$ cat src/hdl/flash_setup_pkg.sv
// Shared constants and carrier types for the flash set-up and status block.
// Assumes a 32-bit register port with byte addresses and a single clock.
package flash_setup_pkg;

    // Register byte addresses
    localparam logic [31:0] SETUP_INIT_OFS = 32'hffa1008c;
    localparam logic [31:0] LOCK_STAT_OFS  = 32'hffa10090;
    localparam logic [31:0] FIRST_ERR_OFS  = 32'hffa10094;
    localparam logic [31:0] XFER_STAT_OFS  = 32'hffa10098;
    localparam logic [31:0] IRQ_STAT_OFS   = 32'hffa100a0;
    localparam logic [31:0] IRQ_MASK_OFS   = 32'hffa100a4;

    // Field positions
    localparam int KEY_MSB        = 15;
    localparam int KEY_LSB        = 8;
    localparam int SETUP_INIT_POS = 0;
    localparam int LOCK_BIT_POS   = 0;
    localparam int ERR_ADDR_W     = 12;
    localparam int XFER_SGL_POS   = 0;
    localparam int XFER_DBL_POS   = 1;

    // Interrupt event positions, same layout in status and mask
    localparam int EV_LOCK_DONE = 0;
    localparam int EV_RAM_ERR   = 1;
    localparam int EV_XFER_SGL  = 2;
    localparam int EV_XFER_DBL  = 3;
    localparam int EV_W         = 4;

    // Key and reset values
    localparam logic [7:0]            SETUP_KEY      = 8'h2d;
    localparam logic                  SETUP_INIT_RST = 1'b0;
    localparam logic                  LOCK_STAT_RST  = 1'b0;
    localparam logic [ERR_ADDR_W-1:0] ERR_ADDR_RST   = 12'h000;
    localparam logic [1:0]            XFER_STAT_RST  = 2'h0;
    localparam logic [EV_W-1:0]       IRQ_STAT_RST   = 4'h0;
    localparam logic [EV_W-1:0]       IRQ_MASK_RST   = 4'h0;

    // Register port request
    typedef struct packed {
        logic [31:0] addr;
        logic [31:0] wdata;
        logic        wr;
        logic        rd;
    } reg_req_t;

    // Result of the configuration transfer done at reset
    typedef struct packed {
        logic done;
        logic double_err;
        logic single_corr;
    } xfer_result_t;

    // ECC error report from the sequencer work RAM
    typedef struct packed {
        logic                  err;
        logic [ERR_ADDR_W-1:0] offset;
    } ram_err_t;

    // Lock-bit read tracking
    typedef enum logic [0:0] {
        LK_IDLE = 1'b0,
        LK_WAIT = 1'b1
    } lock_state_t;

endpackage : flash_setup_pkg

$ cat src/hdl/reset_release_sync.sv
// Reset release synchroniser for the flash set-up block.
// Assumes reset_n may fall at any time; release is aligned to clock.
`timescale 1ns/100ps
`default_nettype none
module reset_release_sync (
    input  wire logic clock,
    input  wire logic reset_n,
    output logic      rst_sync_n
);
    logic meta_q;

    // Assert at once, release after two edges to avoid metastability
    always_ff @(posedge clock or negedge reset_n) begin
        if (!reset_n) begin
            meta_q     <= 1'b0;
            rst_sync_n <= 1'b0;
        end else begin
            meta_q     <= 1'b1;
            rst_sync_n <= meta_q;
        end
    end
endmodule : reset_release_sync
`default_nettype wire

$ cat src/hdl/flash_setup_status_regs.sv
// Flash sequencer set-up initialization and status registers.
// Assumes software on a plain strobe port, read data one cycle later,
// and sequencer inputs synchronous to clock.
//
// What this block does
// - Key field bits 15..8 store nothing and always read zero.
// - Set-up init bit writes accepted only while sequencer ready is 1.
// - Init bit changes only when the same write carries key 2d hex.
// - Writing init bit 1 resets the six set-up registers; 0 only stores 0 in the bit.
// - Reserved bits read 0; software writes only 0 to them.
// - Lock status captured when ready rises after lock read, then held.
// - Lock status reads 0 for protected area, 1 for unprotected.
// - Transfer status is read-only; bit 1 flags a 2-bit error.
// - Transfer status bit 0 flags a corrected 1-bit error.
// - Transfer error flags never cause the command lock state.
// - 2-bit flag clears at reset; only the first transfer after reset can set it.
// - 1-bit flag clears at reset; only the first transfer after reset can set it.
`timescale 1ns/100ps
`default_nettype none
module flash_setup_status_regs (
    input  wire logic                         clock,
    input  wire logic                         reset_n,
    input  wire flash_setup_pkg::reg_req_t    req,
    output logic [31:0]                       rdata,
    input  wire logic                         sequencer_ready_flag,
    input  wire logic                         lock_read_issued,
    input  wire logic                         lock_area_protected,
    input  wire flash_setup_pkg::ram_err_t    ram_err,
    input  wire flash_setup_pkg::xfer_result_t xfer,
    input  wire logic                         other_lock_cause,
    output logic                              cmd_lock_enter,
    output logic                              setup_regs_init,
    output logic                              irq
);
    import flash_setup_pkg::*;

    logic                  rst_n;
    logic                  setup_init_bit_q;
    logic                  setup_regs_init_q;
    logic                  ready_prev_q;
    lock_state_t           lock_state_q;
    lock_state_t           lock_state_d;
    logic                  lock_status_bit_q;
    logic                  err_seen_q;
    logic [ERR_ADDR_W-1:0] err_addr_q;
    logic                  xfer_seen_q;
    logic                  dbl_flag_q;
    logic                  sgl_flag_q;
    logic [EV_W-1:0]       irq_stat_q;
    logic [EV_W-1:0]       irq_stat_d;
    logic [EV_W-1:0]       irq_mask_q;
    logic [EV_W-1:0]       events;
    logic [31:0]           rdata_q;
    logic [31:0]           rdata_d;
    logic                  setup_wr;
    logic                  key_ok;
    logic                  init_accept;
    logic                  ready_rise;
    logic                  lock_done;
    logic                  first_err;
    logic                  xfer_first;

    // Register port address match, used by every decode below
    function automatic logic hit(input logic [31:0] addr,
                                 input logic [31:0] ofs);
        hit = (addr == ofs);
    endfunction : hit

    // Reset released through two flops
    reset_release_sync u_rst (
        .clock      (clock),
        .reset_n    (reset_n),
        .rst_sync_n (rst_n)
    );

    // Key-guarded write qualification for the set-up init register
    assign setup_wr    = req.wr && hit(req.addr, SETUP_INIT_OFS);
    assign key_ok      = (req.wdata[KEY_MSB:KEY_LSB] == SETUP_KEY);
    assign init_accept = setup_wr && key_ok && sequencer_ready_flag;

    // Init bit keeps the last accepted value; key bits are never stored
    always_ff @(posedge clock or negedge rst_n) begin
        if (!rst_n) begin
            setup_init_bit_q <= SETUP_INIT_RST;
        end else if (init_accept) begin
            setup_init_bit_q <= req.wdata[SETUP_INIT_POS];
        end
    end

    // One-cycle init pulse to the six set-up registers on an accepted 1
    always_ff @(posedge clock or negedge rst_n) begin
        if (!rst_n) begin
            setup_regs_init_q <= 1'b0;
        end else begin
            setup_regs_init_q <= init_accept
                                 && req.wdata[SETUP_INIT_POS];
        end
    end
    assign setup_regs_init = setup_regs_init_q;

    // Ready edge detect; ready is already synchronous
    always_ff @(posedge clock or negedge rst_n) begin
        if (!rst_n) begin
            ready_prev_q <= 1'b1;
        end else begin
            ready_prev_q <= sequencer_ready_flag;
        end
    end
    assign ready_rise = sequencer_ready_flag && !ready_prev_q;
    assign lock_done  = (lock_state_q == LK_WAIT) && ready_rise;

    // Lock read tracker: waits for ready to come back after the command
    always_comb begin
        lock_state_d = lock_state_q;
        unique case (lock_state_q)
            LK_IDLE: begin
                if (lock_read_issued) begin
                    lock_state_d = LK_WAIT;
                end
            end
            LK_WAIT: begin
                if (ready_rise && !lock_read_issued) begin
                    lock_state_d = LK_IDLE;
                end
            end
        endcase
    end

    always_ff @(posedge clock or negedge rst_n) begin
        if (!rst_n) begin
            lock_state_q <= LK_IDLE;
        end else begin
            lock_state_q <= lock_state_d;
        end
    end

    // Lock status: 1 means unprotected, so the protect level is inverted
    always_ff @(posedge clock or negedge rst_n) begin
        if (!rst_n) begin
            lock_status_bit_q <= LOCK_STAT_RST;
        end else if (lock_done) begin
            lock_status_bit_q <= !lock_area_protected;
        end
    end

    // First work RAM ECC error; later errors do not overwrite it
    assign first_err = ram_err.err && !err_seen_q;

    always_ff @(posedge clock or negedge rst_n) begin
        if (!rst_n) begin
            err_seen_q <= 1'b0;
            err_addr_q <= ERR_ADDR_RST;
        end else if (first_err) begin
            err_seen_q <= 1'b1;
            err_addr_q <= ram_err.offset;
        end
    end

    // Transfer result taken once per reset; reset clears the flags,
    // and only the first transfer after reset can set them again
    assign xfer_first = xfer.done && !xfer_seen_q;

    always_ff @(posedge clock or negedge rst_n) begin
        if (!rst_n) begin
            xfer_seen_q <= 1'b0;
            dbl_flag_q  <= XFER_STAT_RST[XFER_DBL_POS];
            sgl_flag_q  <= XFER_STAT_RST[XFER_SGL_POS];
        end else if (xfer_first) begin
            xfer_seen_q <= 1'b1;
            dbl_flag_q  <= xfer.double_err;
            sgl_flag_q  <= xfer.single_corr;
        end
    end

    // Command lock driven by other causes only, never by transfer flags
    assign cmd_lock_enter = other_lock_cause;

    // Interrupt events, one bit each
    always_comb begin
        events               = '0;
        events[EV_LOCK_DONE] = lock_done;
        events[EV_RAM_ERR]   = first_err;
        events[EV_XFER_SGL]  = xfer_first && xfer.single_corr;
        events[EV_XFER_DBL]  = xfer_first && xfer.double_err;
    end

    // Sticky status, write one to clear; a new event beats the clear
    always_comb begin
        irq_stat_d = irq_stat_q;
        if (req.wr && hit(req.addr, IRQ_STAT_OFS)) begin
            irq_stat_d = irq_stat_q & ~req.wdata[EV_W-1:0];
        end
        irq_stat_d = irq_stat_d | events;
    end

    always_ff @(posedge clock or negedge rst_n) begin
        if (!rst_n) begin
            irq_stat_q <= IRQ_STAT_RST;
        end else begin
            irq_stat_q <= irq_stat_d;
        end
    end

    // Mask register, plain read/write
    always_ff @(posedge clock or negedge rst_n) begin
        if (!rst_n) begin
            irq_mask_q <= IRQ_MASK_RST;
        end else if (req.wr && hit(req.addr, IRQ_MASK_OFS)) begin
            irq_mask_q <= req.wdata[EV_W-1:0];
        end
    end

    assign irq = |(irq_stat_q & irq_mask_q);

    // Read mux; reserved bits and unmapped addresses give zero
    always_comb begin
        rdata_d = 32'h0000_0000;
        if (hit(req.addr, SETUP_INIT_OFS)) begin
            rdata_d[SETUP_INIT_POS] = setup_init_bit_q;
        end else if (hit(req.addr, LOCK_STAT_OFS)) begin
            rdata_d[LOCK_BIT_POS] = lock_status_bit_q;
        end else if (hit(req.addr, FIRST_ERR_OFS)) begin
            rdata_d[ERR_ADDR_W-1:0] = err_addr_q;
        end else if (hit(req.addr, XFER_STAT_OFS)) begin
            rdata_d[XFER_DBL_POS] = dbl_flag_q;
            rdata_d[XFER_SGL_POS] = sgl_flag_q;
        end else if (hit(req.addr, IRQ_STAT_OFS)) begin
            rdata_d[EV_W-1:0] = irq_stat_q;
        end else if (hit(req.addr, IRQ_MASK_OFS)) begin
            rdata_d[EV_W-1:0] = irq_mask_q;
        end
    end

    // Read data stand only in the cycle after the strobe
    always_ff @(posedge clock or negedge rst_n) begin
        if (!rst_n) begin
            rdata_q <= 32'h0000_0000;
        end else if (req.rd) begin
            rdata_q <= rdata_d;
        end else begin
            rdata_q <= 32'h0000_0000;
        end
    end
    assign rdata = rdata_q;
endmodule : flash_setup_status_regs
`default_nettype wire

$ cat config.mk
export PLATFORM = sky130hd
export DESIGN_NAME = flash_setup_status_regs
export DESIGN_NICKNAME = d
export VERILOG_FILES = /design/src/hdl/flash_setup_pkg.sv /design/src/hdl/reset_release_sync.sv /design/src/hdl/flash_setup_status_regs.sv
export SDC_FILE = /design/constraint.sdc
export NUM_CORES = 1
export LEC_CHECK = 0
export BUFFER_PORTS_ARGS = -buffer_cell sky130_fd_sc_hd__clkbuf_2
export CORE_MARGIN = 2
export CORE_UTILIZATION = 44
export DETAILED_ROUTE_END_ITERATION = 8
export PLACE_DENSITY = 0.85
export SKIP_LAST_GASP = 1
export SLEW_MARGIN = 20
export SYNTH_ARGS = -nofsm -noshare
export SYNTH_HDL_FRONTEND = slang
export SYNTH_HIERARCHICAL = 1
export SYNTH_SLANG_ARGS = --single-unit
$ cat constraint.sdc
create_clock -name clock -period 1.6 [get_ports clock]
set_input_delay 0.08 -clock clock [delete_from_list [all_inputs] [get_ports clock]]
set_output_delay 0.08 -clock clock [all_outputs]
set_load 0.005 [all_outputs]
==> impl_metrics.csv, run 1 <==
group,metric,value,unit
logic_synthesis,synth_area_leaders,"dfrtp_1 (50%), buf_4 (7.4%), mux2_2 (6.9%), mux2_4 (2.8%), and2_1 (2.7%)",
die,die_w,73.37,microns
detailed_routing,dr.pass1.iters,4,
setup_path,crit_arrival,1600,ps
sta,finalHoldWorstSlack,5.811,ps
finish,stdcell_area,2715,sq um
cts,clkTransAtPathRegs,90,ps
global_route,grt.total_usage,17.86,%
logic_synthesis,ys_seq_area_share,50.89,%
finish,nFillCells,409,
detailed_routing,via_per_inst,5.000,
die,dieArea,5382,sq um
die,io-pin-count,123,
sta,maxSlewViolCount,0,
setup_path,required,1790,ps
global_route,grt_pass1_wl,7369,microns
worst_hold_path,holdPathStages,2,
die,std_cell_rows,25,
global_route,grt_overflow_total,0,
detailed_routing,num_vias,1665,
sta,finalCriticalPeriod,1408,ps
worst_hold_path,min_to,"err_addr_q[0]",
sta,rsz0062_at_grt,"false",
cts,cts-root-buf,"clkbuf_8",
sta,finalWorstSetupSlack,192.4,ps
setup_path,critical_path_class,"in -> reg",
finish,syn_to_final_growth,28.25,%
setup_path,worstPathMaxFanout,5,
finish,drive_gt1_share,44.80,%
setup_path,start_kind,"primary input",
sta,hold_viol_final,0,
pwr,ir_worst_vdd,0.4011,mV
detailed_routing,drt_wl_total,4583,microns
detailed_routing,wl_per_cell,13.76,microns
cts,cts_sinks,43,
global_route,grt_pass1_vias,1626,
logic_synthesis,synthFlopType,"dfrtp_1",
sta,fin_skew,12.81,ps
detailed_routing,drc_errors,0,
sta,maxSlewHeadroom,66.39,%
logic_synthesis,ys_warn_count,6,
cts,post_cts_buffers,0,
outcome,status,"completed",
cts,ctsResizeCount,0,
logic_synthesis,synth_edf_count,0,
logic_synthesis,yosys.area.top_type,"dfrtp_1",
global_route,grt_max_degree,42,
job,drv_cap,0,
setup_path,r2r-start,"irq_stat_q[0]",
logic_synthesis,synth_seq_cells,43,
finish,final_nets,366,
sta,worstMarginPinSlew,504.1,ps
placed_design,io_buffers,80,
placed_design,dp_hpwl,3583,microns
detailed_routing,ant_nets,0,
detailed_routing,drtIter0Drc,92,
setup_path,r2r_end,"rdata[0]",
worst_hold_path,min_path_type,"in -> reg",
pwr,p_leak,1.354,nW
cts,insertion_delay,300,ps
placed_design,place_congestion,0.8467,
sta,period_share,87.97,%
cts,cts_tree,"yes",
placed_design,post-place-ws,-133.2,ps
logic_synthesis,netlist.area_leader.share,49.65,%
die,core,4692,sq um
global_route,antenna_found_initial,0,
die,initial_utilization,45.12,%
pwr,power.density,771.2,nW/um^2
logic_synthesis,ys_types,44,
cts,h-tree-depth,2,
cts,cts_buffers,5,
logic_synthesis,synthesis.area,2117,sq um
setup_path,reg2regPathDepth,3,
cts,clockBufferDepth,2,
setup_path,end_kind,"register",
worst_hold_path,worstHoldStart,"ram_err[0]",
die,fp.dieH,73.37,microns
logic_synthesis,syn_avg_cell_area,11.76,sq um
logic_synthesis,syn_inst,180,
sta,fin_setup_tns,0,ps
sta,finalSetupViolCount,0,
finish,antenna_cells,0,
setup_path,ff2ff_setup_slack,270,ps
placed_design,placed_area,2540,sq um
sta,timing.fmax,710.5,MHz
cts,cts_hold_buf,9,
logic_synthesis,synthArstFlopShare,100.0,%
[report_power, final]
| part | internal, mW | switching, mW | leakage, nW | total (mW) |
|---|---|---|---|---|
| combinational | 0.134 | 0.112 | 0.777 | 0.246 |
| sequential | 1.15 | 0.0344 | 0.536 | 1.18 |
| clock | 0.305 | 0.363 | 0.0412 | 0.668 |
| total | 1.58 | 0.509 | 1.35 | 2.09 |
[layout by cell type, fill, tap and decap left out, types with 5 or more instances in the layout]
master	instances
dlygate4sd3_1	9
nand3_1	8
inv_1	5
buf_4	9
clkbuf_2	80
and2_1	9
mux2_2	13
a31oi_1	5
nor2b_1	5
dfrtp_1	42
clkbuf_8	5
conb_1	21
nand2_1	7
[synthesized netlist by cell type (4+ instances only)]
library cell and count:
and2_1 9, nor4b_1 4, nand3_1 8, mux2_4 4, clkbuf_1 4, buf_4 21
inv_1 5, dfrtp_1 42, a21o_1 4, a31oi_1 5, nor2b_1 5, nand2_1 7
mux2_2 13
[through the flow]
| stage | power, mW | instances | utilization (%) |
|---|---|---|---|
| after floorplan | 1.341 | 199 | - |
| after global placement | 1.419 | 316 | 54.13 |
| after detailed placement | 1.431 | 316 | 54.13 |
| after CTS | 2.108 | 333 | 57.87 |
| after global routing | 2.195 | 333 | 57.87 |
| final | 2.094 | 333 | 57.87 |
[critical path: stages]
cell	delay (ps)
clkbuf_2	90
or4b_1	680
nor4_4	240
nand4_4	180
mux2_4	330
[cell families (layout without fill, tap and decap cells)]
| group | after synthesis | in the layout | synth area share, % |
|---|---|---|---|
| buf+inv | 32 | 112 | 9.751 |
| flops | 43 | 43 | 50.89 |
| simple gates | 62 | 62 | 20.75 |
| other cells | 2 | 21 | 0.3547 |
| mux | 18 | 18 | 10.22 |
| compound gates | 23 | 23 | 8.038 |
[registers in the layout, indices dropped and copies added, names as in the netlist, 4 cells and up]
signal,cells
err_addr_q,12
irq_mask_q,4
irq_stat_q,4
rdata,12
[worst max-delay path by stage]
stage | from | to | slack [ps]
floorplan | req[35] | irq_mask_q[0] | 70
global placement | req[35] | irq_mask_q[1] | -100
detailed placement | req[35] | irq_mask_q[2] | -130
CTS | req[35] | irq_mask_q[1] | 180
global route | req[35] | rdata[0] | 120
finish | req[35] | irq_mask_q[2] | 190
[layout make-up]
type                    count  area (sq um)  area share, %
clock inverters             2         12.51         0.4608
multi-input cells         124         904.6          33.32
flip-flops and latches     43          1077          39.68
inverters                   6         22.52         0.8295
repair buffers             98         558.0          20.55
clock buffers               6         72.57          2.673
well taps                  54         67.56          2.488
[layer usage]
layer | share of wire [%] | routed length [microns] | track usage, % | vias up
met5 | 0 | 0 | 0 | -
met2 | 52 | 2371 | 31.03 | 61
met1 | 42 | 1919 | 22.19 | 791
li1 | - | - | - | 805
met4 | 1.5 | 68 | 6.465 | 0
met3 | 4.9 | 224 | 3.292 | 8
Power figures use the tool's default switching activity.
==> inputs of run 2 (changes only) <==
Settings changed: ABC_AREA from default to 1, CELL_PAD_IN_SITES_DETAIL_PLACEMENT from default to 1, CELL_PAD_IN_SITES_GLOBAL_PLACEMENT from default to 2, CORE_UTILIZATION 44 to 24, MAX_ROUTING_LAYER from default to met4.
==> run 2 against run 1 <==
  * Clock skew about the same
  * Critical path type is now reg -> reg
  * Clock-buffer cell count decreased by 1
  * Sequential share of layout area decreased by 1.7 points
  * Wire length up 13%
  * Critical endpoint is now err_addr_q[6]
  * Synthesized cell count increased by 41%
  * Cell area up 4.6%
  * Die area rose by 85%
  * First-iteration DRC count is 43% lower
  * Flip-flop and latch count unchanged
  * Register-to-register slack gained 30 ps
  * Non-clock buffer count is 8 lower
  * Largest cell class unchanged
==> impl_metrics.csv, run 2 <==
group,metric,value,unit
outcome,status,"completed",
pwr,switchingPower,0.4964,mW
setup_path,ff2ff_setup_slack,300,ps
detailed_routing,dr.pass1.iters,4,
sta,fin_skew,13.08,ps
global_route,antenna_found_initial,0,
sta,rsz0062_at_grt,"false",
setup_path,critical_path_class,"reg -> reg",
setup_path,worstPathMaxFanout,14,
finish,stdcell_count,455,
detailed_routing,wl_per_cell,11.41,microns
job,drv_cap,0,
logic_synthesis,syn_avg_cell_area,8.665,sq um
finish,final_nets,434,
pwr,switching_share,22.93,%
setup_path,max_stage_delay,410,ps
pwr,combPwrFrac,9.4,%
detailed_routing,num_vias,1873,
die,die_w,99.76,microns
detailed_routing,drtIter0Drc,52,
setup_path,start_kind,"register",
sta,period_share,81.09,%
pwr,p_seq_share,51.7,%
finish,drive_gt1_share,34.01,%
pwr,power.total,2.165,mW
sta,worstMarginPinSlew,547.1,ps
logic_synthesis,synthFlopType,"dfrtp_1",
logic_synthesis,ys_warn_count,6,
die,initial_utilization,24.99,%
setup_path,end_kind,"register",
placed_design,placedCellCount,441,
detailed_routing,ant_nets,0,
logic_synthesis,synthArstFlopShare,100.0,%
logic_synthesis,synthesis.area,2201,sq um
cts,ctsResizeCount,0,
logic_synthesis,netlist.area_leader.share,47.75,%
worst_hold_path,min_path_type,"in -> reg",
setup_path,cp_top_family,"simple AND/OR/NAND/NOR gates",
finish,antenna_cells,0,
pwr,ir_worst_vdd,0.3817,mV
global_route,grt_pass1_wl,8714,microns
setup_path,crit_path_cell_trace,"inv_1 -> nand2_1 -> mux2_2",
cts,clockBufferDepth,2,
die,io-pin-count,123,
logic_synthesis,ys_seq_area_share,48.95,%
sta,hold_viol_final,0,
cts,cts_tree,"yes",
logic_synthesis,synth_seq_cells,43,
sta,finalCriticalPeriod,1297,ps
sta,fin_setup_tns,0,ps
sta,maxSlewViolCount,0,
setup_path,reg2regPathDepth,3,
sta,finalSetupViolCount,0,
placed_design,post-place-ws,90.64,ps
die,fp.dieH,99.76,microns
cts,cts_buffers,5,
logic_synthesis,synthTopCellsByCount,"nand2_1 (54), dfrtp_1 (42), inv_1 (33)",
logic_synthesis,synth_area_leaders,"dfrtp_1 (48%), nand2_1 (9.2%), buf_4 (7.2%), inv_1 (5.6%), mux2_2 (5.6%)",
global_route,grt_overflow_total,0,
placed_design,place_congestion,0.7678,
logic_synthesis,yosys.area.top_type,"dfrtp_1",
die,dieArea,9952,sq um
die,std_cell_rows,34,
cts,h-tree-depth,2,
global_route,grt_pass1_vias,2022,
setup_path,crit_arrival,1480,ps
finish,layout.cells.most_common,"clkbuf_2",
finish,mostFrequentLayoutCells,"clkbuf_2 (80), nand2_1 (54), dfrtp_1 (41)",
setup_path,cp_num_cells,3,
pwr,power.density,762.7,nW/um^2
finish,syn_to_final_growth,28.99,%
placed_design,io_buffers,80,
cts,clkTransAtPathRegs,90,ps
setup_path,crit_start,"err_seen_q",
setup_path,path_buf_inv,1,
setup_path,endpoint,"err_addr_q[6]",
global_route,grt.total_usage,11.19,%
sta,timing.fmax,770.8,MHz
sta,finalWorstSetupSlack,302.6,ps
logic_synthesis,syn_inst,254,
setup_path,cp_slowest_cell,"nand2_1",
pwr,intPower,1.669,mW
die,core,8806,sq um
pwr,p_leak,1.552,nW
setup_path,r2r_end,"err_addr_q[6]",
logic_synthesis,yosysMostFrequentCell,"nand2_1",
cts,insertion_delay,290,ps
sta,maxSlewHeadroom,63.44,%
pwr,p_clk_share,38.9,%
setup_path,r2r-start,"err_seen_q",
global_route,grt_max_degree,42,
cts,cts-root-buf,"clkbuf_8",
logic_synthesis,synth_edf_count,0,
detailed_routing,drt_wl_total,5193,microns
logic_synthesis,ys_types,31,
placed_design,dp_hpwl,4162,microns
detailed_routing,drc_errors,0,
detailed_routing,via_per_inst,4.116,
setup_path,required,1780,ps
cts,cts_sinks,43,
run 2: cell types whose count changed in the layout (fill, tap and decap cells not counted), moves of 5 or more:
cell / previous run / this run
nor2_1: 3 / 26
o21ai_0: 3 / 8
nor2b_1: 5 / 0
inv_1: 5 / 33
o21ai_1: 0 / 6
and2_1: 9 / 1
nand2_1: 7 / 54
a31oi_1: 5 / 0
buf_4: 9 / 3
run 2: how the worst min path moves through the flow:
| stage | start | to | slack [ps] | depth (start not counted) |
|---|---|---|---|---|
| 2_1_floorplan | reset_n | u_rst/meta_q | -220 | 0 |
| 5_1_grt | ram_err[1] | err_addr_q[1] | 6 | 2 |
| 3_5_place_dp | reset_n | u_rst/meta_q | -130 | 1 |
| 4_1_cts | ram_err[5] | err_addr_q[5] | 6 | 2 |
| 3_3_place_gp | reset_n | u_rst/meta_q | -140 | 1 |
| 6_report | ram_err[5] | err_addr_q[5] | 10 | 2 |
run 2: area by class of cell:
class                           instances  area [sq um]
Fill cell                            1084          5967
Sequential cell                        43          1079
Multi-Input combinational cell        170         874.6
Timing Repair Buffer                   90         503.0
Inverter                               36         135.1
Tap cell                              108         135.1
Clock buffer                            5         68.82
Clock inverter                          3         43.79
run 2: power by group through the flow:
stage | sequential (mW) | clock, mW | combinational (mW)
after floorplan | 1.15 | 0 | 0.105
after global placement | 1.14 | 0 | 0.190
after detailed placement | 1.14 | 0 | 0.197
after CTS | 1.12 | 0.871 | 0.207
after global routing | 1.12 | 0.923 | 0.238
final | 1.12 | 0.842 | 0.204
run 2: per-layer routing:
layer	GRT usage [%]	share of wire [%]	vias up
li1	-	-	933
met1	13.73	44	873
met2	18.76	49	57
met3	1.265	4.8	10
met4	4.636	2.4	0
met5	-	0	-
run 2: logic make-up (layout without fill, tap and decap cells):
logic type | after synthesis | after routing | share of synthesized area [%]
compound gates | 23 | 23 | 5.571
buf+inv | 60 | 134 | 14.55
mux | 11 | 11 | 5.628
other cells | 2 | 21 | 0.3412
flops | 43 | 43 | 48.95
simple gates | 115 | 115 | 24.96
run 2: metrics by stage:
stage / hold slack, ps / utilization [%] / area (sq um)
final: 11.31 / 32.24 / 2839
after global routing: 6.381 / 32.24 / 2839
after CTS: 6.342 / 32.13 / 2829
after detailed placement: -131.9 / 30.28 / 2666
after global placement: -135.1 / 30.28 / 2666
after floorplan: -215.6 / - / 2272
run 2: repair_timing:
action / in CTS / in global routing
buffers inserted: 0 / 0
hold buffers: 5 / 1
endpoints found under the hold margin: 6 / 1
